`src/jtag_sel_pkg.sv`:
```
package jtag_sel_pkg;

    // ------------------------------------------------------------------
    // widths
    // ------------------------------------------------------------------
    localparam int IR_W       = 8;
    localparam int DR_W       = 32;
    localparam int ADDR_W     = 12;
    localparam int ID_CNT_W   = 3;
    localparam int TMS_CNT_W  = 3;

    // ------------------------------------------------------------------
    // instruction codes
    // ------------------------------------------------------------------
    localparam logic [IR_W-1:0] IR_BULK_ERASE = 8'h03;
    localparam logic [IR_W-1:0] IR_BYPASS     = 8'hFF;
    localparam logic [IR_W-1:0] IR_IDCODE     = 8'h16;
    localparam logic [IR_W-1:0] IR_PROG_CFG   = 8'h21;
    localparam logic [IR_W-1:0] IR_READ_CFG   = 8'h22;
    localparam logic [IR_W-1:0] IR_PROG_SIG   = 8'h31;
    localparam logic [IR_W-1:0] IR_READ_SIG   = 8'h32;
    localparam logic [IR_W-1:0] IR_PROG_FUSE  = 8'h41;

    // identity value, arbitrary
    localparam logic [DR_W-1:0] ID_VALUE = 32'h0000_1001;

    // ------------------------------------------------------------------
    // sequencing counts
    // ------------------------------------------------------------------
    localparam logic [ID_CNT_W-1:0]  ID_RUN         = 3'h4;
    localparam logic [ID_CNT_W-1:0]  ID_LAST        = 3'h3;
    localparam logic [TMS_CNT_W-1:0] TMS_RESET_TCKS = 3'h5;
    localparam logic [TMS_CNT_W-1:0] TMS_CNT_MAX    = 3'h7;

    // ------------------------------------------------------------------
    // register map
    // ------------------------------------------------------------------
    localparam logic [ADDR_W-1:0] CTRL_OFS = 12'h000;
    localparam logic [ADDR_W-1:0] STAT_OFS = 12'h004;
    localparam logic [ADDR_W-1:0] SIG_OFS  = 12'h008;
    localparam logic [3:0]        CTRL_RESET = 4'hF;
    localparam int ST_ALT     = 0;
    localparam int ST_FUSE    = 1;
    localparam int ST_APS     = 2;
    localparam int ST_SEL     = 3;
    localparam int ST_CNT_LSB = 4;
    localparam int ST_TAP_LSB = 8;

    // ------------------------------------------------------------------
    // synchroniser bit positions
    // ------------------------------------------------------------------
    localparam int PIN_TCK  = 0;
    localparam int PIN_TMS  = 1;
    localparam int PIN_TDI  = 2;
    localparam int PIN_ALT  = 3;
    localparam int PIN_SEL  = 4;
    localparam int PIN_APS  = 5;
    localparam int PIN_USR  = 6;

    typedef enum logic [3:0] {
        TLR, RTI, SEL_DR, CAP_DR, SH_DR, EX1_DR, PA_DR, EX2_DR, UPD_DR,
        SEL_IR, CAP_IR, SH_IR, EX1_IR, PA_IR, EX2_IR, UPD_IR
    } tap_state_t;

endpackage : jtag_sel_pkg

```
`src/tap_ctrl.sv`:
```
`timescale 1ns/1ns
module tap_ctrl (
    input  wire logic              mclk,
    input  wire logic              resetn,
    input  wire logic              step,
    input  wire logic              tms,
    output jtag_sel_pkg::tap_state_t state_q
);
    import jtag_sel_pkg::*;

    // ------------------------------------------------------------------
    // sixteen-state walk, one move per test clock rise
    // ------------------------------------------------------------------
    function automatic tap_state_t nextState(input tap_state_t s,
                                             input logic m);
        case (s)
            TLR:     nextState = m ? TLR    : RTI;
            RTI:     nextState = m ? SEL_DR : RTI;
            SEL_DR:  nextState = m ? SEL_IR : CAP_DR;
            CAP_DR:  nextState = m ? EX1_DR : SH_DR;
            SH_DR:   nextState = m ? EX1_DR : SH_DR;
            EX1_DR:  nextState = m ? UPD_DR : PA_DR;
            PA_DR:   nextState = m ? EX2_DR : PA_DR;
            EX2_DR:  nextState = m ? UPD_DR : SH_DR;
            UPD_DR:  nextState = m ? SEL_DR : RTI;
            SEL_IR:  nextState = m ? TLR    : CAP_IR;
            CAP_IR:  nextState = m ? EX1_IR : SH_IR;
            SH_IR:   nextState = m ? EX1_IR : SH_IR;
            EX1_IR:  nextState = m ? UPD_IR : PA_IR;
            PA_IR:   nextState = m ? EX2_IR : PA_IR;
            EX2_IR:  nextState = m ? UPD_IR : SH_IR;
            UPD_IR:  nextState = m ? SEL_DR : RTI;
            default: nextState = TLR;
        endcase
    endfunction : nextState

    // power-on state is the reset state of the test logic
    always_ff @(posedge mclk or negedge resetn) begin
        if (!resetn) begin
            state_q <= TLR;
        end else if (step) begin
            state_q <= nextState(state_q, tms);
        end
    end
endmodule : tap_ctrl

```
`src/jtag_alt_input_select.sv`:
```
// What this block does
// - select pin pulled up; high with no latch means normal input feeds logic
// - select pin low: alternate input used, normal input ignored, any state
// - four consecutive identity loads at Update-IR switch to alternate input
// - alternate selection holds until Test-Logic-Reset restores normal input
// - entering Test-Logic-Reset loads the identity instruction automatically
// - programming-supply-only: all non-test digital outputs go high impedance
// - programming-supply-only: FET-mode high-voltage outputs low, inputs ignored
// - configuration programmed over the four-wire test port, held non-volatile
// - programmed security fuse blocks configuration readout through the port
// - security fuse cleared only by bulk erase during reprogramming
// - 32-bit user signature word held and readable through the test port
// - data and mode sampled on clock rise, serial output changes on fall
// - mode held high reaches reset state within five clocks; power-on state
//
// Local design decisions: the APB register port and the address map.
`timescale 1ns/1ns
module jtag_alt_input_select #(
    parameter int NUM_IN  = 4,
    parameter int NUM_OUT = 8,
    parameter int NUM_HV  = 4
) (
    input  wire logic                        mclk,
    input  wire logic                        resetn,
    input  wire logic                        psel,
    input  wire logic                        penable,
    input  wire logic                        pwrite,
    input  wire logic [jtag_sel_pkg::ADDR_W-1:0] paddr,
    input  wire logic [31:0]                 pwdata,
    output logic      [31:0]                 prdata,
    output logic                             pready,
    output logic                             pslverr,
    input  wire logic                        tck,
    input  wire logic                        tms,
    input  wire logic                        tdi,
    input  wire logic                        alternateSerialInput,
    input  wire logic                        inputSelectPin,
    input  wire logic                        programmingSupplyPin,
    output logic                             tdo,
    output logic                             tdoEn,
    input  wire logic [NUM_IN-1:0]           userIn,
    output logic      [NUM_IN-1:0]           coreIn,
    input  wire logic [NUM_OUT-1:0]          coreOut,
    output logic      [NUM_OUT-1:0]          digOut,
    output logic      [NUM_OUT-1:0]          digOutEn,
    input  wire logic [NUM_HV-1:0]           hvDrive,
    output logic      [NUM_HV-1:0]           highVoltageOutput,
    output logic      [NUM_HV-1:0]           highVoltageOutputEn
);
    import jtag_sel_pkg::*;

    localparam int SYNC_W = PIN_USR + NUM_IN;
    // select pin idles high like its pull-up
    localparam logic [SYNC_W-1:0] SYNC_RST = SYNC_W'(1) << PIN_SEL;

    logic [SYNC_W-1:0]   syncA_q;
    logic [SYNC_W-1:0]   syncB_q;
    logic                tckPrev_q;
    tap_state_t          tapState;
    logic [IR_W-1:0]     irShift_q;
    logic [IR_W-1:0]     ir_q;
    logic [DR_W-1:0]     dr_q;
    logic                byp_q;
    logic                pending_q;
    logic [ID_CNT_W-1:0] idCount_q;
    logic                altSel_q;
    logic [DR_W-1:0]     cfg_q;
    logic [DR_W-1:0]     userSignatureWord_q;
    logic                securityFuseBit_q;
    logic [3:0]          hvFet_q;
    logic [31:0]         prdata_q;
    logic                tdo_q;
    logic                tdoEn_q;
    logic [TMS_CNT_W-1:0] tmsHighCnt_q;
    logic                tckRise;
    logic                tckFall;
    logic                tmsS;
    logic                selHigh;
    logic                apsOn;
    logic                altActive;
    logic                activeIn;
    logic                commit;
    logic                eraseEvt;

    // ------------------------------------------------------------------
    // decode helpers
    // ------------------------------------------------------------------
    function automatic logic usesDr(input logic [IR_W-1:0] ins);
        usesDr = (ins == IR_IDCODE) || (ins == IR_PROG_CFG) ||
                 (ins == IR_READ_CFG) || (ins == IR_PROG_SIG) ||
                 (ins == IR_READ_SIG);
    endfunction : usesDr

    function automatic logic regMapped(input logic [ADDR_W-1:0] a);
        regMapped = (a == CTRL_OFS) || (a == STAT_OFS) || (a == SIG_OFS);
    endfunction : regMapped

    // ------------------------------------------------------------------
    // pin synchronisers and test clock edges
    // ------------------------------------------------------------------
    // every pin crosses two flops before anything looks at it
    always_ff @(posedge mclk or negedge resetn) begin
        if (!resetn) begin
            syncA_q   <= SYNC_RST;
            syncB_q   <= SYNC_RST;
            tckPrev_q <= 1'b0;
        end else begin
            syncA_q   <= {userIn, programmingSupplyPin, inputSelectPin,
                          alternateSerialInput, tdi, tms, tck};
            syncB_q   <= syncA_q;
            tckPrev_q <= syncB_q[PIN_TCK];
        end
    end

    assign tckRise = syncB_q[PIN_TCK] & ~tckPrev_q;
    assign tckFall = ~syncB_q[PIN_TCK] & tckPrev_q;
    assign tmsS    = syncB_q[PIN_TMS];
    assign selHigh = syncB_q[PIN_SEL];
    assign apsOn   = syncB_q[PIN_APS];

    // low select pin forces the alternate path in every state
    assign altActive = ~selHigh | altSel_q;
    assign activeIn  = altActive ? syncB_q[PIN_ALT]
                                 : syncB_q[PIN_TDI];

    tap_ctrl u_tap (
        .mclk    (mclk),
        .resetn  (resetn),
        .step    (tckRise),
        .tms     (tmsS),
        .state_q (tapState)
    );

    // ------------------------------------------------------------------
    // instruction register
    // ------------------------------------------------------------------
    always_ff @(posedge mclk or negedge resetn) begin
        if (!resetn) begin
            irShift_q <= IR_IDCODE;
            ir_q      <= IR_IDCODE;
        end else if (tapState == TLR) begin
            ir_q <= IR_IDCODE;
        end else if (tckRise) begin
            case (tapState)
                CAP_IR:  irShift_q <= IR_IDCODE;
                SH_IR:   irShift_q <= {activeIn, irShift_q[IR_W-1:1]};
                UPD_IR:  ir_q      <= irShift_q;
                default: irShift_q <= irShift_q;
            endcase
        end
    end

    // ------------------------------------------------------------------
    // alternate input latch, fed by a run of identity loads
    // ------------------------------------------------------------------
    always_ff @(posedge mclk or negedge resetn) begin
        if (!resetn) begin
            idCount_q <= '0;
            altSel_q  <= 1'b0;
        end else if (tapState == TLR) begin
            idCount_q <= '0;
            altSel_q  <= 1'b0;
        end else if (tckRise && tapState == UPD_IR) begin
            if (irShift_q == IR_IDCODE) begin
                if (idCount_q != ID_RUN) begin
                    idCount_q <= idCount_q + ID_CNT_W'(1);
                end
                if (idCount_q == ID_LAST && selHigh) begin
                    altSel_q <= 1'b1;
                end
            end else begin
                idCount_q <= '0;
            end
        end
    end

    // ------------------------------------------------------------------
    // data registers, shifted on the test clock rise
    // ------------------------------------------------------------------
    always_ff @(posedge mclk or negedge resetn) begin
        if (!resetn) begin
            dr_q  <= '0;
            byp_q <= 1'b0;
        end else if (tckRise) begin
            case (tapState)
                CAP_DR: begin
                    byp_q <= 1'b0;
                    case (ir_q)
                        IR_IDCODE:   dr_q <= ID_VALUE;
                        // locked parts hand back zeros, never the pattern
                        IR_READ_CFG: dr_q <= securityFuseBit_q ? '0
                                                               : cfg_q;
                        IR_READ_SIG: dr_q <= userSignatureWord_q;
                        default:     dr_q <= '0;
                    endcase
                end
                SH_DR: begin
                    dr_q  <= {activeIn, dr_q[DR_W-1:1]};
                    byp_q <= activeIn;
                end
                default: dr_q <= dr_q;
            endcase
        end
    end

    // ------------------------------------------------------------------
    // non-volatile store, written on the first test clock rise spent in idle after an update
    // ------------------------------------------------------------------
    assign commit   = tckRise && tapState == RTI && pending_q;
    assign eraseEvt = commit && ir_q == IR_BULK_ERASE;

    always_ff @(posedge mclk or negedge resetn) begin
        if (!resetn) begin
            pending_q <= 1'b0;
        end else if (tapState == TLR || commit) begin
            pending_q <= 1'b0;
        end else if (tckRise && (tapState == UPD_IR || tapState == UPD_DR)) begin
            pending_q <= 1'b1;
        end
    end

    // resetn stands in for power-up; the cells start erased
    always_ff @(posedge mclk or negedge resetn) begin
        if (!resetn) begin
            cfg_q               <= '0;
            userSignatureWord_q <= '0;
            securityFuseBit_q   <= 1'b0;
        end else if (commit) begin
            case (ir_q)
                IR_PROG_CFG:   cfg_q <= dr_q;
                IR_PROG_SIG:   userSignatureWord_q <= dr_q;
                IR_PROG_FUSE:  securityFuseBit_q <= 1'b1;
                IR_BULK_ERASE: begin
                    cfg_q               <= '0;
                    userSignatureWord_q <= '0;
                    securityFuseBit_q   <= 1'b0;
                end
                default:       cfg_q <= cfg_q;
            endcase
        end
    end

    // ------------------------------------------------------------------
    // serial output, moved only on the test clock fall
    // ------------------------------------------------------------------
    always_ff @(posedge mclk or negedge resetn) begin
        if (!resetn) begin
            tdo_q   <= 1'b0;
            tdoEn_q <= 1'b0;
        end else if (tckFall) begin
            tdoEn_q <= (tapState == SH_IR) || (tapState == SH_DR);
            if (tapState == SH_IR) begin
                tdo_q <= irShift_q[0];
            end else if (usesDr(ir_q)) begin
                tdo_q <= dr_q[0];
            end else begin
                tdo_q <= byp_q;
            end
        end
    end

    assign tdo   = tdo_q;
    assign tdoEn = tdoEn_q;

    // ------------------------------------------------------------------
    // core pins while only the programming supply is up
    // ------------------------------------------------------------------
    always_ff @(posedge mclk or negedge resetn) begin
        if (!resetn) begin
            coreIn   <= '0;
            digOut   <= '0;
            digOutEn <= '0;
        end else begin
            coreIn   <= apsOn ? '0 : syncB_q[PIN_USR +: NUM_IN];
            digOut   <= coreOut;
            digOutEn <= apsOn ? '0 : '1;
        end
    end

    // FET drivers clamp low; plain digital ones float with the rest
    for (genvar h = 0; h < NUM_HV; h++) begin : g_hv
        logic fetMode;
        assign fetMode = (h < 4) ? hvFet_q[h % 4] : 1'b0;
        always_ff @(posedge mclk or negedge resetn) begin
            if (!resetn) begin
                highVoltageOutput[h]   <= 1'b0;
                highVoltageOutputEn[h] <= 1'b0;
            end else begin
                highVoltageOutput[h]   <= apsOn ? 1'b0 : hvDrive[h];
                highVoltageOutputEn[h] <= apsOn ? fetMode : 1'b1;
            end
        end
    end

    // ------------------------------------------------------------------
    // register bus
    // ------------------------------------------------------------------
    // read data is fetched in setup so the access phase needs no wait
    always_ff @(posedge mclk or negedge resetn) begin
        if (!resetn) begin
            prdata_q <= '0;
        end else if (psel && !penable) begin
            case (paddr)
                CTRL_OFS: prdata_q <= {28'h0000000, hvFet_q};
                STAT_OFS: begin
                    prdata_q                   <= '0;
                    prdata_q[ST_ALT]           <= altActive;
                    prdata_q[ST_FUSE]          <= securityFuseBit_q;
                    prdata_q[ST_APS]           <= apsOn;
                    prdata_q[ST_SEL]           <= selHigh;
                    prdata_q[ST_CNT_LSB +: ID_CNT_W] <= idCount_q;
                    prdata_q[ST_TAP_LSB +: 4]  <= tapState;
                end
                SIG_OFS:  prdata_q <= userSignatureWord_q;
                default:  prdata_q <= '0;
            endcase
        end
    end

    always_ff @(posedge mclk or negedge resetn) begin
        if (!resetn) begin
            hvFet_q <= CTRL_RESET;
        end else if (psel && penable && pwrite && paddr == CTRL_OFS) begin
            hvFet_q <= pwdata[3:0];
        end
    end

    assign prdata  = prdata_q;
    assign pready  = 1'b1;
    assign pslverr = psel && penable && !regMapped(paddr);

    // ------------------------------------------------------------------
    // checks
    // ------------------------------------------------------------------
    always_ff @(posedge mclk or negedge resetn) begin
        if (!resetn) begin
            tmsHighCnt_q <= '0;
        end else if (tckRise) begin
            if (!tmsS) begin
                tmsHighCnt_q <= '0;
            end else if (tmsHighCnt_q != TMS_CNT_MAX) begin
                tmsHighCnt_q <= tmsHighCnt_q + TMS_CNT_W'(1);
            end
        end
    end
endmodule : jtag_alt_input_select

```
`config.mk`:
```
export PLATFORM = sky130hd
export DESIGN_NAME = jtag_alt_input_select
export DESIGN_NICKNAME = d
export VERILOG_FILES = /design/src/jtag_sel_pkg.sv /design/src/tap_ctrl.sv /design/src/jtag_alt_input_select.sv
export SDC_FILE = /design/constraint.sdc
export NUM_CORES = 1
export LEC_CHECK = 0
export BUFFER_PORTS_ARGS = -buffer_cell sky130_fd_sc_hd__buf_4
export CAP_MARGIN = 0
export CORE_UTILIZATION = 46
export DETAILED_ROUTE_END_ITERATION = 10
export PLACE_DENSITY = 0.67
export SLEW_MARGIN = 25
export SYNTH_ARGS = -nofsm -noshare
export SYNTH_HDL_FRONTEND = slang
export SYNTH_SLANG_ARGS = --single-unit
```
`constraint.sdc`:
```
create_clock -name mclk -period 5.5 [get_ports mclk]
set_input_delay 1.1 -clock mclk [delete_from_list [all_inputs] [get_ports mclk]]
set_output_delay 1.1 -clock mclk [all_outputs]
set_load 0.05 [all_outputs]
```
; Word level (Yosys, flattened, before mapping)
; Cells that the tools add are included.
[op_classes]
bitwise = 7
n_eq_ne = 28
muxes = 48
reduce_logical = 45
addsub = 1
[op_table]
columns = op, n
row1 = one-hot mux 32 bit (2 select lines), 3
row2 = one-hot mux 32 bit (3 select lines), 2
row3 = one-hot mux 4 bit (12 select lines), 1
row4 = equality test 4 bit (second input constant), 8
row5 = equality test 8 x 6 -> 1 bit (second input constant), 4
row6 = 2-to-1 mux 32 bit, 1
row7 = 2-to-1 mux 8 bit, 4
row8 = nonzero test 2 bit, 11
row9 = 2-to-1 mux 1 bit, 20
row10 = 2-to-1 mux 4 bit, 5
row11 = 2-to-1 mux 3 bit, 6
row12 = equality test 4 x 3 -> 1 bit (second input constant), 4
row13 = equality test 8 x 5 -> 1 bit (second input constant), 2
row14 = one-hot mux 8 bit (2 select lines), 1
row15 = equality test 12 x 3 -> 1 bit (second input constant), 1
row16 = equality test 12 x 4 -> 1 bit (second input constant), 1
row17 = logical NOT 12 bit, 1
row18 = AND reduction 2 bit, 6
row19 = logical AND 1 bit, 10
row20 = logical OR 1 bit, 9
row21 = equality test 4 x 2 -> 1 bit (second input constant), 2
row22 = equality test 8 x 2 -> 1 bit (second input constant), 1
row23 = equality test 8 x 7 -> 1 bit (second input constant), 1
row24 = 2-to-1 mux 2 bit, 3
row25 = other kinds (14), 22
[totals]
output_inout_bits = 64
inputBits = 71
register_bits = 210
wordCells = 158

; Logic depth before layout (Yosys ltp)
; Gate-level depths: netlist (run 1).
[logic_depth]
depth_word = 7
ltp_mapped = 8

; Cells and area by module
; From an unflattened synthesis (run 1), not the netlist that was laid out.
[unflattened]
hier_cells = 754
hier_area_um2 = 8475.6
[modules_own_cells]
columns = mod, area_each_um2, n_inst, cells_per_inst
row1 = jtag_alt_input_select, 8075.2, 1, 707
row2 = tap_ctrl, 400.4, 1, 47

; Least setup slack after synthesis (run 1)
; OpenSTA, ideal clock, no wires.
[synth_timing]
path_kind = input-to-output
from = input paddr[5] (netlist bit)
to = output pslverr
arrival_time_ps = 2055
path_buffers = 0
cell_stages = 3
t_required_ps = 4400
path_slack_ps = 2345
path_cell_list = or4_4 > nor2_2 > a21oi_1
[synth_between]
elab_chain_cells = 5
word_cells_on_any_way = 7
classes_between = eq/ne (2) / reduce/logical (5)
[synth_rtl]
columns = item, line_no
row1 = "start, declared", jtag_alt_input_select.sv:28  ; input wire logic [jtag_sel_pkg::ADDR_W-1:0] paddr,
row2 = equality test 12 x 3 -> 1 bit or logical NOT 12 bit (tied branches), jtag_alt_input_select.sv:95  ; regMapped = (a == CTRL_OFS) || (a == STAT_OFS) || (a == SIG_OFS);
row3 = logical OR 1 bit, jtag_alt_input_select.sv:95
row4 = logical OR 1 bit (*), jtag_alt_input_select.sv:95
row5 = logical NOT 1 bit (*), jtag_alt_input_select.sv:330  ; assign pslverr = psel && penable && !regMapped(paddr);
row6 = logical AND 1 bit (*), jtag_alt_input_select.sv:330
row7 = "end, declared", jtag_alt_input_select.sv:32  ; output logic pslverr,
; Every way passes the cells marked *; elsewhere a longest branch is shown, timed or not.

; Final worst setup path (run 1)
; Ends and elaborated chain as after synthesis.

==> results.md, run 1 <==
- The run finished with clean final reports.
- After detailed routing, the number of remaining DRC violations is 0.
- The total negative slack is 0 ps.
- The insertion delay of the later-clocked pin in the worst-skew pair is 490 ps.
- The number of hold buffers added after CTS was 0.
- The register bit count reported by yosys is 203.
- The number of max-slew violations in the final report is 0.
- The footprint of the multi-input gates is 3010 um2.
- The number of global-route vias before repair was 6209.
- The wire length of the first global-routing pass is 31500 um.
- The filler cells instantiated in the layout total 1528.
- Global routing finished with a remaining overflow of 0.
- After Yosys synthesis, and, or, nand and nor cells account for 11.6% of the synthesized area.
- The compound-cell area share of the yosys netlist is 22.0%.
- For this run, the top clock speed supported by timing is 0.307 GHz.
- The design area is 10100 um2.
- 135 I/O pins were placed.
- The core region is 18000 um2.
- Between clock sinks in the finished design, the worst skew comes to 18.8 ps.
- The number of antenna violations at the first check in global routing is 0.
- The critical path data required time is 4400 ps.
- The number of iterations in the first detailed-routing pass is 5.
- The maximum count of clock buffers along a single path is 3.
- The die covers 19000 um2.
- The worst reg-to-reg setup slack is 2450 ps.
- In the final design database the tool counted 890 nets.
- In this run the static leakage power is 4.58 nW.
- The proportion of register bits with asynchronous set or reset after synthesis is 100%.
- The starting DRC count in detailed routing is 448.
- Counting I/O delays and the setup requirement, the final critical path takes 3260 ps.
- The floorplan step set the die height to 138 um.
- The layout-stage area growth over the synthesis result is 18.7%.
- In the synthesized netlist, the number of instances is 736.
- In the synthesized netlist, mux cells make up 1.06% of the area.
- Setup violations remaining at the end of the flow were counted as 0.
- Once placement finished, the instance area stood at 9340 um2.
- Measured against its own limit, the worst slew margin works out to 33.9%.
- Setup repair after global routing left no endpoint under its margin.
- Entering global routing, the biggest net connects 105 pins.
- The most common library cell in the layout ignoring fill and taps is sky130_fd_sc_hd__dfrtp_1.
- The congestion estimate from routability-driven global placement came to 0.794.
- The area share of fa/ha/maj cells after synthesis is 0.443%.
- The count of buffers added by post-CTS timing repair for setup is 0.
- The main combinational cell family by area after synthesis is compound AO/OA/AOI/OAI gates.
- The register area share after synthesis is 60.1%.
- The fraction of layout cells with a size suffix above 1 is 21.8%.
- Max-cap violations in this run came to 0.
- During placement, the flow inserted port buffers numbering 105.
- The floorplan step set the die width to 138 um.
- After detailed routing, the average wire length per cell comes to 18.4 um.
- Dividing total power by cell area gives a power density of 355 nW/um2.
- The row count is 49.
- The sequential cells in the finished layout cover a total of 5090 um2.
- The via count of the routed design is 6227.
- The xor-xnor portion of the synthesized cell area is 0.103%.
- Once the floorplan was initialized, standard cells occupied 47.0% of the core.
- The area of the mapped netlist is 8470 um2.
- Data arrives at the worst endpoint at 2160 ps.
- In this run the number of H-tree levels came out at 1.
- The nature of the critical path startpoint is an input port.
- Yosys mapped a number of flops with a built-in enable equal to 0.
- The repair_antennas step left the layout with diodes totalling 0.
- For the pin with the worst max-slew slack, the measured transition is 992 ps.
- The critical path is of the input port to output port type.
- The worst hold path belongs to the class flop to flop.
- In the routed layout, each cell is associated on average with a via count of 5.88.
- The unique cell type count in the Yosys netlist is 62.
- The half-perimeter wire length after detailed placement is 12000 um.
- In the layout the commonest cells are sky130_fd_sc_hd__dfrtp_1 (191), sky130_fd_sc_hd__buf_4 (115), sky130_fd_sc_hd__a22o_1 (88).
- The commonest register cell after synthesis is sky130_fd_sc_hd__dfrtp_1.
- The final number of hold-violating endpoints is 0.
- The number of antenna-violating nets in the routed design is 0.
- The worst setup path is captured at an output port.
- The net count of the mapped netlist is 810.
- Dividing the synthesized area by the synthesized cell count gives 11.5 um2.
- In the global route stage, overall resource usage came out at 21.1%.
- The total clock buffers created by CTS is 21.
- The final worst-path cycle share is 59.3%.
- Yosys printed 0 warnings.
- The maximum fanout along the worst path is 2.
- The routed design has 19400 um of wire.
- TritonCTS built the clock tree.
- The clock sink total is 203.
- The post-CTS clock slew at the launch and capture registers of the worst setup and hold paths is 60 ps.
- The post-cts sizing count is 0.
- IR analysis of the VDD net gives a maximum drop of 0.221 mV.
- In this run the clock root is driven by a sky130_fd_sc_hd__clkbuf_16.
metal layers:
metal  vias up  global-route usage, %  wire length [um]
met3        26                   2.76               955
met5         -                      0                 0
met2       172                   35.5              9620
met4         0                   6.94               335
li1       2848                      -                 -
met1      3181                   28.4              8540
final timing paths:
| check | start | end | cells past startpoint |
|---|---|---|---|
| setup / recovery | paddr[5] | pslverr | 5 |
| hold / removal | syncA_q[9] | syncB_q[9] | 0 |
| setup reg to reg | u_tap.state_q[0] | dr_q[5] | 4 |
| hold reg to reg | syncA_q[9] | syncB_q[9] | 0 |
| max in group asynchronous | resetn | digOut[6] | 2 |
| min in group asynchronous | resetn | prdata[22] | 1 |
area by class of cell:
type / instances / area share (%)
tap: 229 / 2.85
clock buffer: 32 / 6.03
sequential: 203 / 50.7
clock inverter: 5 / 0.995
timing repair buffer: 117 / 8.83
inverter: 18 / 0.672
multi-input combinational: 455 / 29.9
logic make-up (layout without fill, tap and decap cells):
family	count (synthesis)	count (layout)
AOI/OAI and AO/OA	257	257
DFF	203	203
and+or+nand+nor	186	186
buffers and inverters	78	172
muxes	7	7
adders and majority gates	3	3
other	1	1
xor gates and xnor gates	1	1
report_power, final:
part           total [mW]  switching, mW  internal, mW
clock                1.46          0.561         0.899
sequential           1.69          0.119          1.57
combinational       0.425          0.282         0.143
total                3.57          0.962          2.61
synthesized netlist by cell type (all sizes together) (2+ instances only):
cell / count / share of area [%]
dfrtp: 191 / 56
a22o: 88 / 9.1
nand2: 68 / 3.0
o21ai: 50 / 3.0
nor2: 48 / 2.2
a21oi: 39 / 2.3
buf: 38 / 2.8
a22oi: 34 / 3.0
clkbuf: 22 / 0.97
inv: 18 / 0.80
nor2b: 15 / 1.1
dfstp: 12 / 3.7
a2bb2oi: 9 / 0.93
nand2b: 9 / 0.66
nor3: 8 / 0.59
a222oi: 7 / 0.83
nand3: 7 / 0.41
a221o: 5 / 0.59
nor4: 5 / 0.80
a31oi: 4 / 0.30
and3: 4 / 0.30
mux2: 4 / 0.71
ha: 3 / 0.44
mux2i: 3 / 0.35
nand3b: 3 / 0.27
nor3b: 3 / 0.32
o22a: 3 / 0.31
o31ai: 3 / 0.27
or3: 3 / 0.28
or4: 3 / 0.35
a211o: 2 / 0.21
a21o: 2 / 0.18
and2: 2 / 0.15
nand4: 2 / 0.22
nor4b: 2 / 0.56
o211ai: 2 / 0.18
o221ai: 2 / 0.21
sequential cells by signal, summed over array words and instances (netlist names), 3 cells and up:
name,count
coreIn,4
idCount_q,3
syncB_q,10
cfg_q,32
digOut,8
irShift_q,8
ir_q,8
syncA_q,10
u_tap.state_q,4
highVoltageOutputEn,4
dr_q,32
hvFet_q,4
prdata,32
highVoltageOutput,4
userSignatureWord_q,32
per-stage QoR:
stage          instances  worst slack (ps)  power, mW  hold WS [ps]  util [%]
6_report            1059              2240       3.57           346      55.8
5_1_grt             1059              2200       3.71           354      55.8
4_1_cts             1059              2240       3.59           349      55.8
3_5_place_dp        1022              2240       2.13           335      51.8
3_3_place_gp        1021              2250       2.12           336      51.7
2_1_floorplan        736              2350       1.98           331         -
critical path, stage by stage:
cell and delay, ps:
sky130_fd_sc_hd__buf_4 110, sky130_fd_sc_hd__or4_4 530, sky130_fd_sc_hd__nor2_2 140, sky130_fd_sc_hd__a21oi_1 80, sky130_fd_sc_hd__buf_4 200
Power figures use the tool's default switching activity.
==> inputs of run 2 (changes only) <==
clock period = 3.1 ns   (was 5.5 ns; I/O delays follow)
==> run 2 against run 1 <==
  * Clock skew fell by 3.3 ps
  * Largest cell class unchanged
  * Design area rose by 0.87%
  * Register-to-register slack got worse by 1700 ps
==> results.md, run 2 (synthesis results as in run 1) <==
- In this run the power density over the cells is 630 nW/um2.
- From bottom edge to top edge, the die measures 138 um.
- The routability congestion estimate is 0.811.
- The reg-to-reg startpoint is u_tap.state_q[1].
- In the global route stage, overall resource usage came out at 21.4%.
- The worst register-to-register path ends at cfg_q[21].
- After clock tree synthesis, the clock-pin slew on the worst setup and hold paths is 60 ps.
- The final worst-path cycle share is 75.0%.
- At the later pin of the worst-skew pair, clock insertion delay measures 500 ps.
- The net count of the finished layout is 900.
- The worst reg-to-reg setup slack is 770 ps.
- Relative to the synthesized area, the layout overhead comes to 19.7%.
- The row count is 49.
- TritonCTS created 21 clock buffers.
- The initial utilization of the core area, before any placement, comes to 47.0%.
- The tool flagged a number of max-cap violations equal to 0.
- The count of buffers added by post-CTS timing repair for setup is 0.
- The highest attainable clock frequency is 0.430 GHz.
- The half-perimeter wire length after detailed placement is 12700 um.
- The post-route minimum period is 2330 ps.
- The count of buffers from port buffering is 105.
- Before antenna repair, the detailed router went through 5 iterations.
- The final-report setup violation count is 0.
- In this run the clock root is driven by a sky130_fd_sc_hd__clkbuf_16.
- The clock drives 203 sinks.
- After global routing the overflow that remains totals 0.
- The die covers 19000 um2.
- Of all nets on the critical path, the largest fanout is 32.
- 0 antenna diodes ended up in the layout.
- The clock skew is 15.5 ps.
- For this block, the initial DRC count from the detailed router was 516.
- Dividing the detail-routed via count by the number of cells gives 5.84.
- Setup repair after global routing left no endpoint under its margin.
- Leaving out fill and tap cells, the most frequent cells in the layout are sky130_fd_sc_hd__dfrtp_1 (191), sky130_fd_sc_hd__buf_4 (124), sky130_fd_sc_hd__a22o_1 (88).
- The worst IR drop on VDD is 0.393 mV.
- The die width is 138 um.
- The number of antenna-violating nets in the routed design is 0.
- After detailed routing, the number of remaining DRC violations is 0.
- Adding up every negative setup slack in the final design gives 0 ps.
- The type of the setup path with the least slack is flop to flop.
- The max-slew headroom at the worst pin is 53.5%.
- The kind of end point of the critical path is a flop.
- The min-delay analysis places its worst path in the category input port to async pin.
- The clock tree from TritonCTS is done.
- For the worst flop-to-flop path, the logic depth is 6.
- The arrival time at the worst endpoint is 2690 ps.
- The critical path data required time is 3470 ps.
- The number of max-slew violations in the final report is 0.
- The share of the core filled with cells is 56.3%.
- Entering global routing, the biggest net connects 72 pins.
- The number of top-level pins is 135.
- The average wire per cell in the routed design is 18.5 um.
- The number of antenna violations at the first check in global routing is 0.
- The number of global-route vias before repair is 6097.
- The core box area is 18000 um2.
- The maximum count of clock buffers along a single path is 3.
- At the pin with the least slew margin, the transition time is 698 ps.
- The most common library cell in the layout ignoring fill and taps is sky130_fd_sc_hd__dfrtp_1.
- The leakage power is 4.64 nW.
- In the final layout, the share of cells above drive strength 1 is 23.1%.
- In this run the number of H-tree levels came out at 1.
- Summing over every cut layer, the via total after detailed routing is 6243.
- Once the clock tree was built, the resizer swapped 0 gates to a different size.
- The flow ran to the end, and the final reports show no timing, DRC or antenna violations.
- Summed over all layers, the routed wires come to 19800 um.
- The wire length of the first global-routing pass is 31800 um.
- The number of buffers inserted by hold repair at cts is 0.
- The final number of hold-violating endpoints is 0.
- STA classifies the critical path startpoint as a flop.
==> run 2: cell type report <==
class	count	area, um2
timing repair buffer	127	985
clock inverter	10	134
clock buffer	27	578
tap	229	287
sequential	203	5090
multi-input combinational	455	3000
fill	1544	7880
inverter	18	67.6
==> run 2: per-stage QoR <==
stage | hold WS (ps) | cell area, um2 | cells | setup slack, ps | power [mW]
detailed placement | 335 | 9430 | 1032 | 673 | 3.83
CTS | 155 | 10100 | 1069 | 796 | 6.44
finish | 138 | 10100 | 1069 | 775 | 6.39
global route | 172 | 10100 | 1069 | 623 | 6.66
floorplan | 324 | 8470 | 736 | 905 | 3.51
global placement | 335 | 9430 | 1032 | 693 | 3.80
==> run 2: how the worst max path moves through the flow <==
stage                                 from  depth (start not counted)         to
after floorplan                   paddr[5]                          3    pslverr
after global placement            paddr[5]                          7  prdata[6]
after detailed placement          paddr[5]                          7  prdata[9]
after CTS                 u_tap.state_q[1]                          6  cfg_q[21]
after global routing      u_tap.state_q[1]                          6  cfg_q[11]
final                     u_tap.state_q[1]                          6  cfg_q[21]
==> run 2: worst max-delay path: stages (launching register included) <==
cell and delay [ps]:
sky130_fd_sc_hd__dfrtp_1 640, sky130_fd_sc_hd__nor3b_2 360, sky130_fd_sc_hd__nand4_2 300, sky130_fd_sc_hd__nor3_2 220
sky130_fd_sc_hd__nand3_1 100, sky130_fd_sc_hd__buf_4 270, sky130_fd_sc_hd__a22o_1 290
==> run 2: where the power goes <==
group / switching, mW / leakage (nW) / total [mW] / internal (mW)
logic: 0.568 / 1.59 / 0.857 / 0.290
clock network: 1.03 / 0.346 / 2.59 / 1.57
registers: 0.160 / 2.70 / 2.94 / 2.78
==> run 2: routing by layer <==
layer,vias up,track usage (%),wire length [um],part of all wire [%]
li1,2869,-,-,-
met1,3174,29.3,8780,44
met2,179,35.6,9690,49
met3,21,3.05,1060,5.4
met4,0,5.98,256,1.3
met5,-,0,0,0
